$ cat src/hw/cab_defines.vh
`ifndef CAB_DEFINES_VH
`define CAB_DEFINES_VH

// ----------------------------------------
// register offsets (byte addresses)
// ----------------------------------------
`define CAB_OFS_CTRL 8'h00
`define CAB_OFS_OPA 8'h04
`define CAB_OFS_OPB 8'h08
`define CAB_OFS_ZPTR 8'h0C
`define CAB_OFS_FLAGS 8'h10
`define CAB_OFS_RESULT 8'h14
`define CAB_OFS_PC 8'h18
`define CAB_OFS_INFO 8'h1C

// ----------------------------------------
// control register fields
// ----------------------------------------
`define CAB_CTRL_OP_HI 5
`define CAB_CTRL_BIT_LO 8
`define CAB_CTRL_BIT_HI 10
`define CAB_CTRL_TWO_WORD 12

// ----------------------------------------
// status flag positions
// ----------------------------------------
`define CAB_FLAG_C 0
`define CAB_FLAG_Z 1
`define CAB_FLAG_N 2
`define CAB_FLAG_V 3

// ----------------------------------------
// operation codes
// ----------------------------------------
`define CAB_OP_ADD 6'h00
`define CAB_OP_ADC 6'h01
`define CAB_OP_SUB 6'h02
`define CAB_OP_SBC 6'h03
`define CAB_OP_AND 6'h04
`define CAB_OP_OR 6'h05
`define CAB_OP_EOR 6'h06
`define CAB_OP_CBR 6'h07
`define CAB_OP_TST 6'h08
`define CAB_OP_MUL 6'h09
`define CAB_OP_PRODUCT_SIGNED 6'h0A
`define CAB_OP_PRODUCT_MIXED 6'h0B
`define CAB_OP_FRAC_PRODUCT_UNSIGNED 6'h0C
`define CAB_OP_FRAC_PRODUCT_SIGNED 6'h0D
`define CAB_OP_FRAC_PRODUCT_MIXED 6'h0E
`define CAB_OP_WADD 6'h0F
`define CAB_OP_WSUB 6'h10
`define CAB_OP_CP 6'h11
`define CAB_OP_CPC 6'h12
`define CAB_OP_CPI 6'h13
`define CAB_OP_SKEQ 6'h14
`define CAB_OP_SKRC 6'h15
`define CAB_OP_SKRS 6'h16
`define CAB_OP_SKPC 6'h17
`define CAB_OP_SKPS 6'h18
`define CAB_OP_BFS 6'h19
`define CAB_OP_BFC 6'h1A
`define CAB_OP_PJMP 6'h1B
`define CAB_OP_EPJMP 6'h1C
`define CAB_OP_BGE 6'h1D
`define CAB_OP_BLT 6'h1E

// ----------------------------------------
// cycle counts, limits, reset values
// ----------------------------------------
`define CAB_CYC_ONE 2'h1
`define CAB_CYC_TWO 2'h2
`define CAB_CYC_THREE 2'h3
`define CAB_IO_BIT_TOP 8'h1F
`define CAB_HAS_EXT_JUMP 1
`define CAB_RST_FLAGS 8'h00
`define CAB_RST_PC 22'h00_0000

`endif

$ cat src/hw/cab_core.v
// The address map and the Wishbone slave port are this design's own decisions.
`include "cab_defines.vh"
`default_nettype none

// What this block does
// - add registers, optional carry, five flags
// - word add immediate, ZCNVS, two clocks
// - word subtract immediate, ZCNVS, two clocks
// - subtract register or constant, optional carry
// - and, or, xor set Z N V
// - clear bits: and with inverted constant
// - test: and register with itself
// - multiplies put product in high/low pair
// - fractional multiplies shift product left once
// - pointer jump loads pc from Z
// - extended jump uses extension above Z
// - skip next instruction when registers equal
// - compares set flags, write no register
// - skip on general register bit
// - skip on port register bit
// - branch on status flag chosen by index
// - signed branches use N xor V
// - branches on carry and negative flags
// - branches on interrupt enable flag
// - branches on H, T, V, Z, C
// - port skips only in low I/O range
// - extended jumps exist only in large variant
module cab_core #(
    parameter HAS_EXT_JUMP = `CAB_HAS_EXT_JUMP
) (
    input wire CORE_CLK,
    input wire ARST_N,
    input wire CLK_EN,
    input wire WB_CYC_I,
    input wire WB_STB_I,
    input wire WB_WE_I,
    input wire [7:0] WB_ADR_I,
    input wire [3:0] WB_SEL_I,
    input wire [31:0] WB_DAT_I,
    output reg [31:0] WB_DAT_O,
    output reg WB_ACK_O
);

    // ----------------------------------------
    // helper functions
    // ----------------------------------------
    function [31:0] merge;
        input [31:0] old;
        input [31:0] upd;
        input [3:0] sel;
        integer i;
        begin
            merge = old;
            for (i = 0; i < 4; i = i + 1)
                if (sel[i])
                    merge[i*8 +: 8] = upd[i*8 +: 8];
        end
    endfunction

    function [7:0] arith_flags;
        input [7:0] f;
        input [7:0] d;
        input [7:0] r;
        input [7:0] s;
        input sub;
        input chain;
        reg h;
        reg v;
        reg c;
        reg z;
        begin
            if (sub)
            begin
                h = (~d[3] & r[3]) | (r[3] & s[3]) | (s[3] & ~d[3]);
                v = (d[7] & ~r[7] & ~s[7]) | (~d[7] & r[7] & s[7]);
                c = (~d[7] & r[7]) | (r[7] & s[7]) | (s[7] & ~d[7]);
            end
            else
            begin
                h = (d[3] & r[3]) | (r[3] & ~s[3]) | (~s[3] & d[3]);
                v = (d[7] & r[7] & ~s[7]) | (~d[7] & ~r[7] & s[7]);
                c = (d[7] & r[7]) | (r[7] & ~s[7]) | (~s[7] & d[7]);
            end
            // chained ops keep zero only if it was already set
            z = (s == 8'h00) & (~chain | f[`CAB_FLAG_Z]);
            // sign bit is not among the flags these ops touch
            arith_flags = {f[7:6], h, f[4], v, s[7], z, c};
        end
    endfunction

    function [7:0] logic_flags;
        input [7:0] f;
        input [7:0] s;
        begin
            logic_flags = {f[7:5], f[4], 1'b0, s[7], s == 8'h00, f[0]};
        end
    endfunction

    function [7:0] word_flags;
        input [7:0] f;
        input [7:0] dh;
        input [15:0] s;
        input sub;
        reg v;
        reg c;
        begin
            if (sub)
            begin
                v = dh[7] & ~s[15];
                c = s[15] & ~dh[7];
            end
            else
            begin
                v = ~dh[7] & s[15];
                c = ~s[15] & dh[7];
            end
            word_flags = {f[7:5], s[15] ^ v, v, s[15], s == 16'h0000, c};
        end
    endfunction

    function [7:0] mul_flags;
        input [7:0] f;
        input c;
        input [15:0] s;
        begin
            mul_flags = {f[7:2], s == 16'h0000, c};
        end
    endfunction

    // ----------------------------------------
    // reset release
    // ----------------------------------------
    reg rst_meta_n;
    reg rst_n;

    always @(posedge CORE_CLK or negedge ARST_N)
    begin
        if (!ARST_N)
        begin
            rst_meta_n <= 1'b0;
            rst_n <= 1'b0;
        end
        else
        begin
            rst_meta_n <= 1'b1;
            rst_n <= rst_meta_n;
        end
    end

    // ----------------------------------------
    // state
    // ----------------------------------------
    reg [12:0] ctrl;
    reg [15:0] opa;
    reg [7:0] opb;
    reg [15:0] zptr;
    reg [7:0] ext;
    reg [7:0] flags;
    reg [15:0] result;
    reg [21:0] pc;
    reg [1:0] busy_cnt;
    reg [1:0] last_cyc;
    reg err;

    wire bus_req = WB_CYC_I & WB_STB_I;
    // writes land on the edge where the master sees ack high
    wire bus_wr = bus_req & WB_WE_I & WB_ACK_O;
    wire start = bus_wr & (WB_ADR_I == `CAB_OFS_CTRL) & WB_SEL_I[0] &
        (busy_cnt == 2'h0);
    wire [31:0] ctrl_m = merge({19'h0_0000, ctrl}, WB_DAT_I, WB_SEL_I);
    wire [31:0] opa_m = merge({16'h0000, opa}, WB_DAT_I, WB_SEL_I);
    wire [31:0] opb_m = merge({24'h00_0000, opb}, WB_DAT_I, WB_SEL_I);
    wire [31:0] zptr_m = merge({8'h00, ext, zptr}, WB_DAT_I, WB_SEL_I);
    wire [31:0] pc_m = merge({10'h000, pc}, WB_DAT_I, WB_SEL_I);
    wire [12:0] ctrl_in = ctrl_m[12:0];

    // ----------------------------------------
    // operand paths
    // ----------------------------------------
    wire [5:0] op = ctrl_in[`CAB_CTRL_OP_HI:0];
    wire [2:0] bidx = ctrl_in[`CAB_CTRL_BIT_HI:`CAB_CTRL_BIT_LO];
    wire two_word = ctrl_in[`CAB_CTRL_TWO_WORD];
    wire [7:0] a = opa[7:0];
    wire [7:0] ah = opa[15:8];
    wire [7:0] b = opb;
    wire cin = flags[`CAB_FLAG_C];
    wire [7:0] add_res = a + b + {7'h00, op == `CAB_OP_ADC & cin};
    wire use_borrow = (op == `CAB_OP_SBC) | (op == `CAB_OP_CPC);
    wire [7:0] sub_res = a - b - {7'h00, use_borrow & cin};
    wire [15:0] wadd_res = opa + {10'h000, b[5:0]};
    wire [15:0] wsub_res = opa - {10'h000, b[5:0]};
    wire a_sign = (op == `CAB_OP_PRODUCT_SIGNED) | (op == `CAB_OP_PRODUCT_MIXED) |
        (op == `CAB_OP_FRAC_PRODUCT_SIGNED) | (op == `CAB_OP_FRAC_PRODUCT_MIXED);
    wire b_sign = (op == `CAB_OP_PRODUCT_SIGNED) | (op == `CAB_OP_FRAC_PRODUCT_SIGNED);
    wire [15:0] a_ext = {{8{a_sign & a[7]}}, a};
    wire [15:0] b_ext = {{8{b_sign & b[7]}}, b};
    wire [31:0] prod_full = a_ext * b_ext;
    wire [15:0] prod = prod_full[15:0];
    wire [21:0] seq_pc = pc + 22'h00_0001;
    // offset is a signed 7-bit word count
    wire [21:0] br_pc = pc + {{15{b[6]}}, b[6:0]} + 22'h00_0001;
    wire [21:0] skip_pc = pc + (two_word ? 22'h00_0003 : 22'h00_0002);
    wire [1:0] skip_cyc = two_word ? `CAB_CYC_THREE : `CAB_CYC_TWO;
    wire nv = flags[`CAB_FLAG_N] ^ flags[`CAB_FLAG_V];

    // ----------------------------------------
    // execute decode
    // ----------------------------------------
    reg [7:0] next_flags;
    reg [15:0] next_result;
    reg [21:0] next_pc;
    reg [1:0] next_cyc;
    reg next_err;
    reg skip_hit;
    reg br_hit;

    always @*
    begin
        next_flags = flags;
        next_result = result;
        next_pc = seq_pc;
        next_cyc = `CAB_CYC_ONE;
        next_err = 1'b0;
        skip_hit = 1'b0;
        br_hit = 1'b0;
        case (op)
            `CAB_OP_ADD, `CAB_OP_ADC:
            begin
                next_result = {8'h00, add_res};
                next_flags = arith_flags(flags, a, b, add_res, 1'b0, 1'b0);
            end
            `CAB_OP_SUB, `CAB_OP_SBC:
            begin
                next_result = {8'h00, sub_res};
                next_flags = arith_flags(flags, a, b, sub_res, 1'b1,
                    use_borrow);
            end
            `CAB_OP_CP, `CAB_OP_CPC, `CAB_OP_CPI:
                next_flags = arith_flags(flags, a, b, sub_res, 1'b1,
                    use_borrow);
            `CAB_OP_AND:
            begin
                next_result = {8'h00, a & b};
                next_flags = logic_flags(flags, a & b);
            end
            `CAB_OP_OR:
            begin
                next_result = {8'h00, a | b};
                next_flags = logic_flags(flags, a | b);
            end
            `CAB_OP_EOR:
            begin
                next_result = {8'h00, a ^ b};
                next_flags = logic_flags(flags, a ^ b);
            end
            `CAB_OP_CBR:
            begin
                next_result = {8'h00, a & (8'hFF - b)};
                next_flags = logic_flags(flags, a & (8'hFF - b));
            end
            `CAB_OP_TST:
            begin
                next_result = {8'h00, a & a};
                next_flags = logic_flags(flags, a & a);
            end
            `CAB_OP_MUL, `CAB_OP_PRODUCT_SIGNED, `CAB_OP_PRODUCT_MIXED:
            begin
                next_result = prod;
                next_flags = mul_flags(flags, prod[15], prod);
                next_cyc = `CAB_CYC_TWO;
            end
            `CAB_OP_FRAC_PRODUCT_UNSIGNED, `CAB_OP_FRAC_PRODUCT_SIGNED, `CAB_OP_FRAC_PRODUCT_MIXED:
            begin
                next_result = {prod[14:0], 1'b0};
                next_flags = mul_flags(flags, prod[15],
                    {prod[14:0], 1'b0});
                next_cyc = `CAB_CYC_TWO;
            end
            `CAB_OP_WADD:
            begin
                next_result = wadd_res;
                next_flags = word_flags(flags, ah, wadd_res, 1'b0);
                next_cyc = `CAB_CYC_TWO;
            end
            `CAB_OP_WSUB:
            begin
                next_result = wsub_res;
                next_flags = word_flags(flags, ah, wsub_res, 1'b1);
                next_cyc = `CAB_CYC_TWO;
            end
            `CAB_OP_SKEQ:
                skip_hit = a == b;
            `CAB_OP_SKRC:
                skip_hit = ~a[bidx];
            `CAB_OP_SKRS:
                skip_hit = a[bidx];
            `CAB_OP_SKPC, `CAB_OP_SKPS:
            begin
                if (b > `CAB_IO_BIT_TOP)
                    next_err = 1'b1;
                else
                    skip_hit = a[bidx] == (op == `CAB_OP_SKPS);
            end
            `CAB_OP_BFS:
                br_hit = flags[bidx];
            `CAB_OP_BFC:
                br_hit = ~flags[bidx];
            `CAB_OP_BGE:
                br_hit = ~nv;
            `CAB_OP_BLT:
                br_hit = nv;
            `CAB_OP_PJMP:
            begin
                next_pc = {6'h00, zptr};
                next_cyc = `CAB_CYC_TWO;
            end
            `CAB_OP_EPJMP:
            begin
                if (HAS_EXT_JUMP != 0)
                begin
                    next_pc = {ext[5:0], zptr};
                    next_cyc = `CAB_CYC_TWO;
                end
                else
                    next_err = 1'b1;
            end
            default:
                next_err = 1'b1;
        endcase
        if (skip_hit)
        begin
            next_pc = skip_pc;
            next_cyc = skip_cyc;
        end
        if (br_hit)
        begin
            next_pc = br_pc;
            next_cyc = `CAB_CYC_TWO;
        end
    end

    // ----------------------------------------
    // register file and execution
    // ----------------------------------------
    // results commit at the start edge; busy only models the clock count
    always @(posedge CORE_CLK or negedge rst_n)
    begin
        if (!rst_n)
        begin
            ctrl <= 13'h0000;
            opa <= 16'h0000;
            opb <= 8'h00;
            zptr <= 16'h0000;
            ext <= 8'h00;
            flags <= `CAB_RST_FLAGS;
            result <= 16'h0000;
            pc <= `CAB_RST_PC;
            busy_cnt <= 2'h0;
            last_cyc <= 2'h0;
            err <= 1'b0;
        end
        else if (CLK_EN)
        begin
            if (busy_cnt != 2'h0)
                busy_cnt <= busy_cnt - 2'h1;
            if (start)
            begin
                ctrl <= ctrl_in;
                flags <= next_flags;
                result <= next_result;
                pc <= next_pc;
                busy_cnt <= next_cyc;
                last_cyc <= next_cyc;
                err <= next_err;
            end
            else if (bus_wr)
            begin
                case (WB_ADR_I)
                    `CAB_OFS_OPA:
                        opa <= opa_m[15:0];
                    `CAB_OFS_OPB:
                        opb <= opb_m[7:0];
                    `CAB_OFS_ZPTR:
                    begin
                        zptr <= zptr_m[15:0];
                        ext <= zptr_m[23:16];
                    end
                    `CAB_OFS_FLAGS:
                        if (WB_SEL_I[0])
                            flags <= WB_DAT_I[7:0];
                    `CAB_OFS_PC:
                        pc <= pc_m[21:0];
                    default:
                        err <= err;
                endcase
            end
        end
    end

    // ----------------------------------------
    // bus answer
    // ----------------------------------------
    // one wait state; unmapped reads answer zero, writes are dropped
    always @(posedge CORE_CLK or negedge rst_n)
    begin
        if (!rst_n)
        begin
            WB_ACK_O <= 1'b0;
            WB_DAT_O <= 32'h0000_0000;
        end
        else if (CLK_EN)
        begin
            WB_ACK_O <= bus_req & ~WB_ACK_O;
            case (WB_ADR_I)
                `CAB_OFS_CTRL:
                    WB_DAT_O <= {19'h0_0000, ctrl};
                `CAB_OFS_OPA:
                    WB_DAT_O <= {16'h0000, opa};
                `CAB_OFS_OPB:
                    WB_DAT_O <= {24'h00_0000, opb};
                `CAB_OFS_ZPTR:
                    WB_DAT_O <= {8'h00, ext, zptr};
                `CAB_OFS_FLAGS:
                    WB_DAT_O <= {24'h00_0000, flags};
                `CAB_OFS_RESULT:
                    WB_DAT_O <= {16'h0000, result};
                `CAB_OFS_PC:
                    WB_DAT_O <= {10'h000, pc};
                `CAB_OFS_INFO:
                    WB_DAT_O <= {27'h000_0000, HAS_EXT_JUMP != 0, last_cyc,
                        err, busy_cnt != 2'h0};
                default:
                    WB_DAT_O <= 32'h0000_0000;
            endcase
        end
    end

endmodule

`default_nettype wire

$ cat config.mk
export PLATFORM = sky130hd
export DESIGN_NAME = cab_core
export DESIGN_NICKNAME = d
export VERILOG_FILES = /design/src/hw/cab_core.v
export VERILOG_INCLUDE_DIRS = /design/src /design/src/hw
export SDC_FILE = /design/constraint.sdc
export NUM_CORES = 1
export LEC_CHECK = 0
export BUFFER_PORTS_ARGS = -buffer_cell sky130_fd_sc_hd__buf_2
export CORE_MARGIN = 3
export CORE_UTILIZATION = 40
export DETAILED_ROUTE_END_ITERATION = 6
export MAX_ROUTING_LAYER = met4
export SETUP_SLACK_MARGIN = 0.2
export SYNTH_ARGS = -nofsm -noshare
export SYNTH_HDL_FRONTEND = slang
export SYNTH_SLANG_ARGS = --single-unit
$ cat constraint.sdc
create_clock -name CORE_CLK -period 12.25 [get_ports CORE_CLK]
set_clock_uncertainty 0.2 [all_clocks]
set_input_delay 1.8375 -clock CORE_CLK [delete_from_list [all_inputs] [get_ports CORE_CLK]]
set_output_delay 1.8375 -clock CORE_CLK [all_outputs]
set_load 0.05 [all_outputs]
==> results of run 1 <==
-- power groups by stage --
stage	combinational, mW	clock [mW]	sequential, mW
after floorplan	0.139	0	0.481
after global placement	0.215	0	0.480
after detailed placement	0.218	0	0.480
after CTS	0.218	0.542	0.471
after global routing	0.239	0.563	0.472
final	0.221	0.537	0.471
-- worst max-delay path: stages --
cell	delay, ps
buf_2	290
nand2b_1	270
o32ai_1	800
o211a_1	430
nand2_1	200
fa_1	550
inv_1	60
fa_1	490
fa_1	520
fa_1	490
inv_1	50
fa_1	500
inv_1	50
ha_1	320
nand3_1	100
o211ai_1	120
o41ai_1	490
o21bai_1	140
a21oi_1	190
xor2_1	410
o22ai_1	120
o21ai_0	200
nand2_1	70
-- Yosys cell counts, types with 18 or more instances --
library cell	n	area share, %
nand2_1	208	5.2
a21oi_1	84	2.8
fa_1	72	9.5
o22ai_1	32	1.3
a221oi_1	32	1.9
and3_1	25	1.0
clkbuf_1	91	2.3
nor4_1	27	1.1
nand3_1	70	2.3
mux2i_1	28	1.9
nor2_1	143	3.6
o211ai_1	18	0.89
nor3_1	43	1.4
xnor2_1	56	3.2
o21ai_0	120	4.0
a22oi_1	26	1.3
dfrtp_1	139	23
mux2_2	51	3.8
xor2_1	33	1.9
ha_1	103	8.5
inv_1	149	3.7
nand4_1	21	0.87
a211oi_1	21	1.0
-- metrics by stage --
step / power, mW / util (%) / hold WS [ps]
floorplan: 0.621 / - / 131
global placement: 0.695 / 42.9 / 137
detailed placement: 0.697 / 42.9 / 138
CTS: 1.23 / 44.6 / 162
global route: 1.27 / 44.6 / 183
finish: 1.23 / 44.6 / 156
-- worst min path at each step --
| stage | from | endpoint |
|---|---|---|
| after CTS | rst_meta_n | rst_n |
| final | rst_meta_n | rst_n |
| after global routing | rst_meta_n | rst_n |
| after global placement | rst_meta_n | rst_n |
| after detailed placement | rst_meta_n | rst_n |
| after floorplan | rst_meta_n | rst_n |
-- final cells by class --
class / instances / area (µm²)
fill: 3744 / 20500
clock buffer: 17 / 425
inverter: 157 / 589
multi-input combinational: 1451 / 10600
sequential: 139 / 3480
tap: 504 / 631
timing repair buffer: 93 / 536
clock inverter: 15 / 178
-- registers in the layout, indices dropped and copies added (netlist names) --
register,count
busy_cnt,2
WB_DAT_O,24
b,8
opa,16
pc,22
ctrl,13
result,16
WB_ACK_O,1
ext,8
rst_n,1
zptr,16
err,1
last_cyc,2
rst_meta_n,1
flags,8
-- routing by layer --
| layer | up-vias | track usage, % | share of wire [%] |
|---|---|---|---|
| li1 | 6640 | - | - |
| met1 | 7272 | 36.9 | 41 |
| met2 | 689 | 47.0 | 47 |
| met3 | 169 | 4.73 | 7.1 |
| met4 | 0 | 13.1 | 4.9 |
| met5 | - | - | 0 |
-- cells by family after synthesis --
group / after synthesis / share of synthesized area [%]
other: 2 / 0.0497
adders and majority gates: 175 / 18.1
xor gates and xnor gates: 89 / 5.16
buffers and inverters: 271 / 7.04
AOI/OAI and AO/OA: 474 / 21.0
DFF: 139 / 23.0
muxes: 84 / 6.40
and+or+nand+nor: 620 / 19.3
==> key figures, run 1 <==
STA
  • RSZ-0062 raised after global routing: no
  • Min Tclk post-route: roughly 8600 ps
  • Fmax: between 100 and 150 MHz
  • Total negative setup slack: 0 ps
  • Least-Margin Pin Slew: ~1200 ps
  • Final WS setup: approximately 3700 ps
  • Final setup viols: 0
  • Worst relative slew slack: a little over a fifth
  • Slew Limit Fails: 0
  • Final-report hold violation count: 0
  • Fin crit share: roughly 70%

Yosys
  • Avg Cell Area, Syn: a little over 8 µm²
  • Distinct cells, synth: 76
  • Mapped cell area: roughly 15000 µm²
  • Yosys warns: 0
  • Synthesized flop and latch total: about 140
  • Sequential share of the synthesized area: roughly 23%
  • EDFF count, synth: 0
  • Main synth FF type: dfrtp_1
  • Ys async rst share: 100%
  • Cells after Synth: 1854

Finish
  • Most frequent cells in the layout: nand2_1 (208), inv_1 (149), nor2_1 (143), dfrtp_1 (138), o21ai_0 (119)
  • Antenna cells: 0
  • Design area: 16500 µm²
  • Share of cells above drive strength 1: between 10% and 20%
  • Post-layout nets: 2084
  • Commonest non-fill, non-tap cell in the layout: nand2_1
  • Final Non-Filler Cells: ~2.4k
  • Area Overhead vs Synth: 8.94%

Worst setup path
  • R2r setup slk: about 5100 ps
  • Crit. End Element: flip-flop
  • Setup CP Type: in2reg
  • Worst setup path start: WB_SEL_I[0]
  • Worst EP required: between 10000 and 15000 ps
  • Cell count of the worst reg-to-reg path: 21
  • RR Endpoint: result[15]
  • CP max FO: 31
  • Startpoint Class: primary input
  • Critical path capture point: result[15]
  • Reg-to-Reg Start: ctrl[5]
  • Worst EP arrival: 8720 ps

Place
  • Placed cell count: ~2.3k
  • Port bufs: 65
  • Detail Placement HPWL: approximately 44000 µm
  • Setup Slack @ Placement: 3310 ps
  • Placed standard-cell area: 15900 µm²
  • Gpl congestion: 0.985

Clock tree
  • CTS H-tree depth: 4
  • Sink Count: roughly 140
  • Worst-skew pair later-pin latency: 440 ps
  • Clock Path Buffers: 2
  • CTS root buffer: clkbuf_16
  • Post-CTS setup buffer count: 0
  • Post-CTS Resized: 0
  • CTS Hold Buffers Added: 0
  • CTS buffer count: 17
  • CTS clk-pin slew, worst paths: 70 ps
  • CTS tree: built

GRT
  • Largest net degree at the start of global routing: 71
  • Global-route wire length before repair: between 80000 and 90000 µm
  • Grt total ovfl: 0
  • All-Layer GR Usage: between 20% and 30%
  • Vias in the first global route: around 15k
  • Initial antenna violation count: 1

Power and ir drop
  • Net Switching: about 0.40 mW
  • PwrDens: around 75 nW/µm²
  • Switching power share of the total: between 30% and 40%
  • P_int: between 0.8 and 0.9 mW
  • Leak: ~7.2 nW
  • Logic pwr share: about 18%
  • Clock Power Share: between 40% and 50%
  • VDD IR max: roughly 86 µV
  • Sequential cell fraction of total power: between 30% and 40%

Die
  • Cell row count: 70
  • Die ar.: roughly 40000 µm²
  • Starting Density: 40.9%
  • Die Wd: 200 µm
  • Die height: around 200 µm
  • Core ar.: 37000 µm²
  • I/O pin total: 83

Run
  • MaxCap Viol Count: 0

Route
  • Number of remaining DRC errors: 0
  • WL final: about 58000 µm
  • DRT iter0 DRCs: about 1.5k
  • DRT antenna net count: 0
  • Post-DR wirelength/cell: 24.5 µm
  • Total number of vias: 14.8k
  • DR vias/cell: a little over 6
  • First-pass DRT Iterations: 5

Run status
  • Status: finished clean

Worst hold path
  • Hold Crit Depth: 0
  • Hold Path Class: reg2reg
Note: power is estimated with default switching activity, not from simulation.
==> run 2, diff against run 1 <==
--- a/config.mk
+++ b/config.mk
@@ -6,6 +6,7 @@
 export SDC_FILE = /design/constraint.sdc
 export NUM_CORES = 1
 export LEC_CHECK = 0
+export ABC_AREA = 1
 export BUFFER_PORTS_ARGS = -buffer_cell sky130_fd_sc_hd__buf_2
 export CORE_MARGIN = 3
 export CORE_UTILIZATION = 40
==> constraint.sdc (replaced) <==
create_clock -name CORE_CLK -period 8.2 [get_ports CORE_CLK]
set_clock_uncertainty 0.2 [all_clocks]
set_input_delay 1.23 -clock CORE_CLK [delete_from_list [all_inputs] [get_ports CORE_CLK]]
set_output_delay 1.23 -clock CORE_CLK [all_outputs]
set_load 0.05 [all_outputs]
==> run 2 against run 1 <==
  * Wire length rose by 4.1%
  * Power increased by 32%
  * Synthesized area increased by 2.7%
  * Final cell count rose by 18%
  * Register-to-register slack worse by 3600 ps
  * Critical path depth rose by 10
  * Sequential power is 48% higher
==> key figures, run 2 <==
Run status
  • Status: finished clean

GRT
  • Initial antenna violation count: 0
  • GRT met2 Usage: approximately 46%
  • All-Layer GR Usage: roughly 30%
  • Grt met3 use: 4.31%
  • Global-route wire length before repair: between 90000 and 100000 µm
  • Met1 usage: 42.2%
  • Largest net degree at the start of global routing: 76
  • Grt total ovfl: 0
  • Vias in the first global route: 15.1k
  • Most used routing layer: met2

Finish
  • Area Overhead vs Synth: 8.59%
  • Reg area: 3480 µm²
  • Design area: 16900 µm²
  • Post-layout nets: ~2.5k
  • Share of cells above drive strength 1: between 7 and 8%
  • Antenna cells: 0
  • Final Non-Filler Cells: around 2.8k
  • Most flops, register: WB_DAT_O
  • Most frequent cells in the layout: nand2_1 (582), inv_1 (357), o21ai_0 (169), nor2_1 (142), dfrtp_1 (138)
  • Commonest non-fill, non-tap cell in the layout: nand2_1
  • Regs by FF count: WB_DAT_O x24, pc x22
  • Multi-input gate area: around 10000 µm²
  • FILL cells: between 4k and 5k
  • Max reg flops: 24

Power and ir drop
  • P_int: 1.19 mW
  • Sequential cell fraction of total power: between 40% and 50%
  • PwrDens: 96.6 nW/µm²
  • Net Switching: around 0.43 mW
  • Logic pwr share: between 10% and 20%
  • Clock Power Share: between 40% and 50%
  • Switching power share of the total: roughly a quarter
  • Tot Pwr: 1.63 mW
  • VDD IR max: 132 µV
  • Leak: slightly below 9 nW

Die
  • Die height: about 200 µm
  • Die ar.: around 40000 µm²
  • I/O pin total: 83
  • Core ar.: between 30000 and 40000 µm²
  • Cell row count: just over 70
  • Starting Density: roughly two fifths
  • Die Wd: slightly above 200 µm

Yosys
  • Ys async rst share: 100%
  • Synth top area cells: dfrtp_1 (22%), nand2_1 (14%), fa_1 (9.3%), inv_1 (8.6%), ha_1 (8.3%)
  • Synthesized flop and latch total: ~140
  • Cells after Synth: roughly 2.3k
  • Mapped cell area: between 15000 and 20000 µm²
  • EDFF count, synth: 0
  • Distinct cells, synth: 69
  • Post-synth top cells: nand2_1 (582), inv_1 (357), o21ai_0 (169)
  • Count leader, synth: nand2_1
  • Yosys warns: 0
  • Synth top area share: 22.4%
  • Main synth FF type: dfrtp_1
  • Sequential share of the synthesized area: between 20% and 30%
  • Avg Cell Area, Syn: 6.88 µm²
  • Yosys top cell by area: dfrtp_1

Clock tree
  • Post-CTS Resized: 0
  • CTS buffer count: 17
  • CTS tree: built
  • Post-CTS setup buffer count: 0
  • CTS clk-pin slew, worst paths: roughly 60 ps
  • Sink Count: between 100 and 150
  • Clock Path Buffers: 2
  • Worst-skew pair later-pin latency: approximately 440 ps
  • CTS H-tree depth: 4
  • CTS root buffer: clkbuf_16
  • CTS Hold Buffers Added: 0

Worst setup path
  • Setup CP Type: in2reg
  • Critical Path Max Stage Delay: ~540 ps
  • Worst EP required: 8360 ps
  • Crit. End Element: flip-flop
  • Worst EP arrival: 7570 ps
  • Slowest cell on the critical path: fa_1
  • Most used cell, CP: nand2_1
  • CP max FO: 16
  • Startpoint Class: primary input

Route
  • First-pass DRT Iterations: 6
  • DRT iter0 DRCs: about 1.5k
  • DR vias/cell: around 5.6
  • DRT antenna net count: 0
  • WL final: just over 60000 µm
  • Post-DR wirelength/cell: 21.6 µm
  • Number of remaining DRC errors: 0
  • Total number of vias: roughly 16k

STA
  • Final-report hold violation count: 0
  • RSZ-0062 raised after global routing: no
  • Final WS setup: 799 ps
  • Min Tclk post-route: between 7000 and 8000 ps
  • Least-Margin Pin Slew: roughly 1100 ps
  • Fmax: ~140 MHz
  • Slew Limit Fails: 0
  • Total negative setup slack: 0 ps
  • Fin crit share: 90.3%
  • Worst relative slew slack: between 20% and 30%
  • Final setup viols: 0

Place
  • Detail Placement HPWL: roughly 48000 µm
  • Gpl congestion: 1.00
  • Port bufs: between 60 and 70
  • Placed cell count: between 2k and 3k
  • Setup Slack @ Placement: just over 400 ps
  • Placed standard-cell area: approximately 16000 µm²

Run
  • MaxCap Viol Count: 0

Worst hold path
  • Hold Path Class: reg2reg
==> run 2: power by group through the flow <==
| stage | logic [mW] | clock network (mW) | registers (mW) |
|---|---|---|---|
| 6_report | 0.169 | 0.761 | 0.697 |
| 2_1_floorplan | 0.101 | 0 | 0.723 |
| 3_3_place_gp | 0.166 | 0 | 0.709 |
| 4_1_cts | 0.168 | 0.772 | 0.697 |
| 3_5_place_dp | 0.168 | 0 | 0.709 |
| 5_1_grt | 0.186 | 0.805 | 0.697 |
==> run 2: logic make-up (layout without fill, tap and decap cells) <==
group,count (synthesis),in the layout,synth area share (%)
AOI/OAI and AO/OA,438,438,16.9
xor gates and xnor gates,82,82,4.63
adders and majority gates,175,175,17.6
buffers and inverters,453,491,11.6
DFF,139,139,22.4
muxes,5,5,0.355
other,2,9,0.0484
and+or+nand+nor,962,962,26.5
==> run 2: worst max-delay path: cells and delay by family <==
family          cells  cell delay (ps)
compound gates      2              510
xor+xnor            1              280
fa+ha+maj           6             2840
buf+inv             6              680
simple gates       18             2030
==> run 2: layout make-up <==
type,instances,area share [%]
clock buffers,22,2.75
clock inverters,7,0.557
inverters,372,8.30
multi-input cells,1671,60.9
flip-flops and latches,139,20.7
well taps,511,3.79
repair buffers,90,3.04
==> run 2: per-layer routing <==
layer  routed length, µm  vias up
met5                   0        -
met4                1610        0
met3                4850       99
met2               26800      702
met1               27300     7570
li1                    -     7372
==> run 2: worst paths after layout <==
path	from	slack (ps)	cells after the start	to
min reg2reg	rst_meta_n	160	0	rst_n
max	WB_SEL_I[0]	800	33	flags[1]
min in group asynchronous	ARST_N	370	1	rst_n
max in group asynchronous	rst_n	5980	2	pc[7]
max reg2reg	ctrl[4]	1450	32	flags[1]
min	rst_meta_n	160	0	rst_n
==> run 2: per-stage QoR <==
stage	util (%)	hold WS (ps)
floorplan	-	131
global placement	43.0	138
detailed placement	43.0	148
CTS	44.4	160
global route	44.4	162
finish	44.4	155
==> run 3, diff against run 2 <==
==> constraint.sdc (replaced) <==
create_clock -name CORE_CLK -period 7.4 [get_ports CORE_CLK]
set_clock_uncertainty 0.2 [all_clocks]
set_input_delay 1.11 -clock CORE_CLK [delete_from_list [all_inputs] [get_ports CORE_CLK]]
set_output_delay 1.11 -clock CORE_CLK [all_outputs]
set_load 0.05 [all_outputs]
==> run 3 against run 2 <==
  * Sequential share of layout area fell by 0.41 points
  * Clock power rose by 16%
  * Clock-buffer cell count fell by 1
  * Sequential power rose by 12%
  * Worst hold slack got worse by 1.8 ps
  * Utilization rose by 0.90 points
  * Die area did not move
  * Non-clock buffer count rose by 37
  * Register-to-register slack got worse by 360 ps
  * Global-route usage fell by 0.076 points
  * Via count rose by 0.84%
  * Cell area rose by 2.0%
==> key figures, run 3 (synthesis results as in run 2) <==
Run status
  • Status: finished clean

STA
  • Total negative setup slack: 0 ps
  • Worst relative slew slack: approximately a quarter
  • Hold Slack: 153 ps
  • Min Tclk post-route: between 6000 and 7000 ps
  • Final setup viols: 0
  • Fmax: approximately 150 MHz
  • Least-Margin Pin Slew: about 1100 ps
  • Final WS setup: ~640 ps
  • Final-report hold violation count: 0
  • Fin crit share: between 90% and 100%
  • Slew Limit Fails: 0
  • RSZ-0062 raised after global routing: yes

Finish
  • FILL cells: about 3.9k
  • Commonest non-fill, non-tap cell in the layout: nand2_1
  • Post-layout nets: between 2k and 3k
  • Regs by FF count: WB_DAT_O x24, pc x22
  • Area Overhead vs Synth: 10.8%
  • Max reg flops: 24
  • Most frequent cells in the layout: nand2_1 (581), inv_1 (357), o21ai_0 (168), nor2_1 (142), dfrtp_1 (138)
  • Most flops, register: WB_DAT_O
  • Fin util: between 40% and 50%
  • Share of cells above drive strength 1: 9.70%

Worst setup path
  • R2r setup slk: 1090 ps
  • Worst EP arrival: 6860 ps
  • Most used cell, CP: nand2_1
  • CP max FO: 11
  • Worst Path Buf+Inv: 7
  • RR Endpoint: flags[0]
  • Setup CP Type: in2reg
  • Startpoint Class: primary input
  • Top delay family on crit path: adder cells
  • Reg-to-Reg Start: ctrl[4]
  • Cell count of the worst reg-to-reg path: 31
  • Worst EP required: 7500 ps
  • Critical Path Max Stage Delay: 540 ps
  • Crit. End Element: flip-flop
  • Slowest cell on the critical path: fa_1

Clock tree
  • Post-CTS setup buffer count: 0
  • CTS H-tree depth: 4
  • CTS Hold Buffers Added: 0
  • Post-CTS Resized: 0
  • Sink Count: around 140
  • CTS clk-pin slew, worst paths: 60 ps
  • CTS buffer count: 17
  • CTS tree: built
  • Worst-skew pair later-pin latency: roughly 440 ps
  • CTS root buffer: clkbuf_16
  • Clock Path Buffers: 2

GRT
  • Initial antenna violation count: 1
  • All-Layer GR Usage: 30.2%
  • Global-route wire length before repair: ~90000 µm
  • Vias in the first global route: roughly 15k
  • Grt total ovfl: 0
  • Largest net degree at the start of global routing: 71

Power and ir drop
  • Sequential cell fraction of total power: a little over two fifths
  • PwrDens: around 110 nW/µm²
  • Switching power share of the total: between 20% and 30%
  • VDD IR max: 152 µV
  • Tot Pwr: around 1.8 mW
  • Net Switching: roughly 0.5 mW
  • P_int: between 1 and 1.5 mW
  • Logic pwr share: about a tenth
  • Leak: a little under 9 nW
  • Clock Power Share: 47.6%

Worst hold path
  • Hold Crit Depth: 0
  • Hold Path Class: reg2reg
  • Endpoint, Worst Hold: rst_n
  • Worst Hold Launch: rst_meta_n

Die
  • Cell row count: between 70 and 80
  • I/O pin total: 83
  • Starting Density: 40.9%
  • Core ar.: 37900 µm²
  • Die height: between 200 and 250 µm
  • Die Wd: around 200 µm
  • Die ar.: ~41000 µm²

Route
  • DRT antenna net count: 0
  • Number of remaining DRC errors: 0
  • WL final: 60200 µm
  • First-pass DRT Iterations: 7
  • DRT iter0 DRCs: about 1.5k
  • Total number of vias: 15.9k
  • Post-DR wirelength/cell: 21.1 µm
  • DR vias/cell: 5.57

Place
  • Detail Placement HPWL: 48400 µm
  • Setup Slack @ Placement: 101 ps
  • Port bufs: 65
  • Gpl congestion: ~1

Run
  • MaxCap Viol Count: 0
run 3: cell type report:
cell class / count / area, µm² / share of cell area, %
clock buffers: 21 / 480 / 2.79
diodes: 1 / 2.50 / 0.0146
repair buffers: 127 / 803 / 4.67
flip-flops and latches: 139 / 3480 / 20.2
clock inverters: 10 / 115 / 0.669
multi-input cells: 1671 / 10300 / 59.7
well taps: 511 / 639 / 3.72
inverters: 372 / 1400 / 8.13
run 3: metrics by stage:
| stage | cell area (µm²) | cells |
|---|---|---|
| final | 17200 | 2852 |
| after global routing | 17200 | 2852 |
| after CTS | 17200 | 2851 |
| after detailed placement | 16600 | 2820 |
| after global placement | 16600 | 2820 |
| after floorplan | 15500 | 2263 |
run 3: per-layer routing:
layer  global-route usage, %  vias up  part of all wire, %
met5                       -        -                    0
met4                    8.51        0                  2.7
met3                    6.20       84                  8.7
met2                    43.2      713                   42
met1                    43.1     7619                   46
li1                        -     7460                    -
run 3: power groups by stage:
stage               Clock [mW]  Combinational, mW  Sequential, mW
CTS                      0.892              0.186           0.781
finish                   0.880              0.189           0.780
global placement             0              0.183           0.794
global route             0.929              0.205           0.782
floorplan                    0              0.112           0.801
detailed placement           0              0.185           0.795
run 3: worst max-delay path by stage:
stage                     slack [ps]         from        to  cells after the start
after floorplan                  620  WB_SEL_I[0]  flags[1]                     34
after global placement           100  WB_SEL_I[0]  flags[0]                     33
after detailed placement         100  WB_SEL_I[0]  flags[1]                     34
after CTS                        540  WB_SEL_I[0]  flags[1]                     34
after global routing             130  WB_SEL_I[0]  flags[1]                     34
final                            640  WB_SEL_I[0]  flags[0]                     32
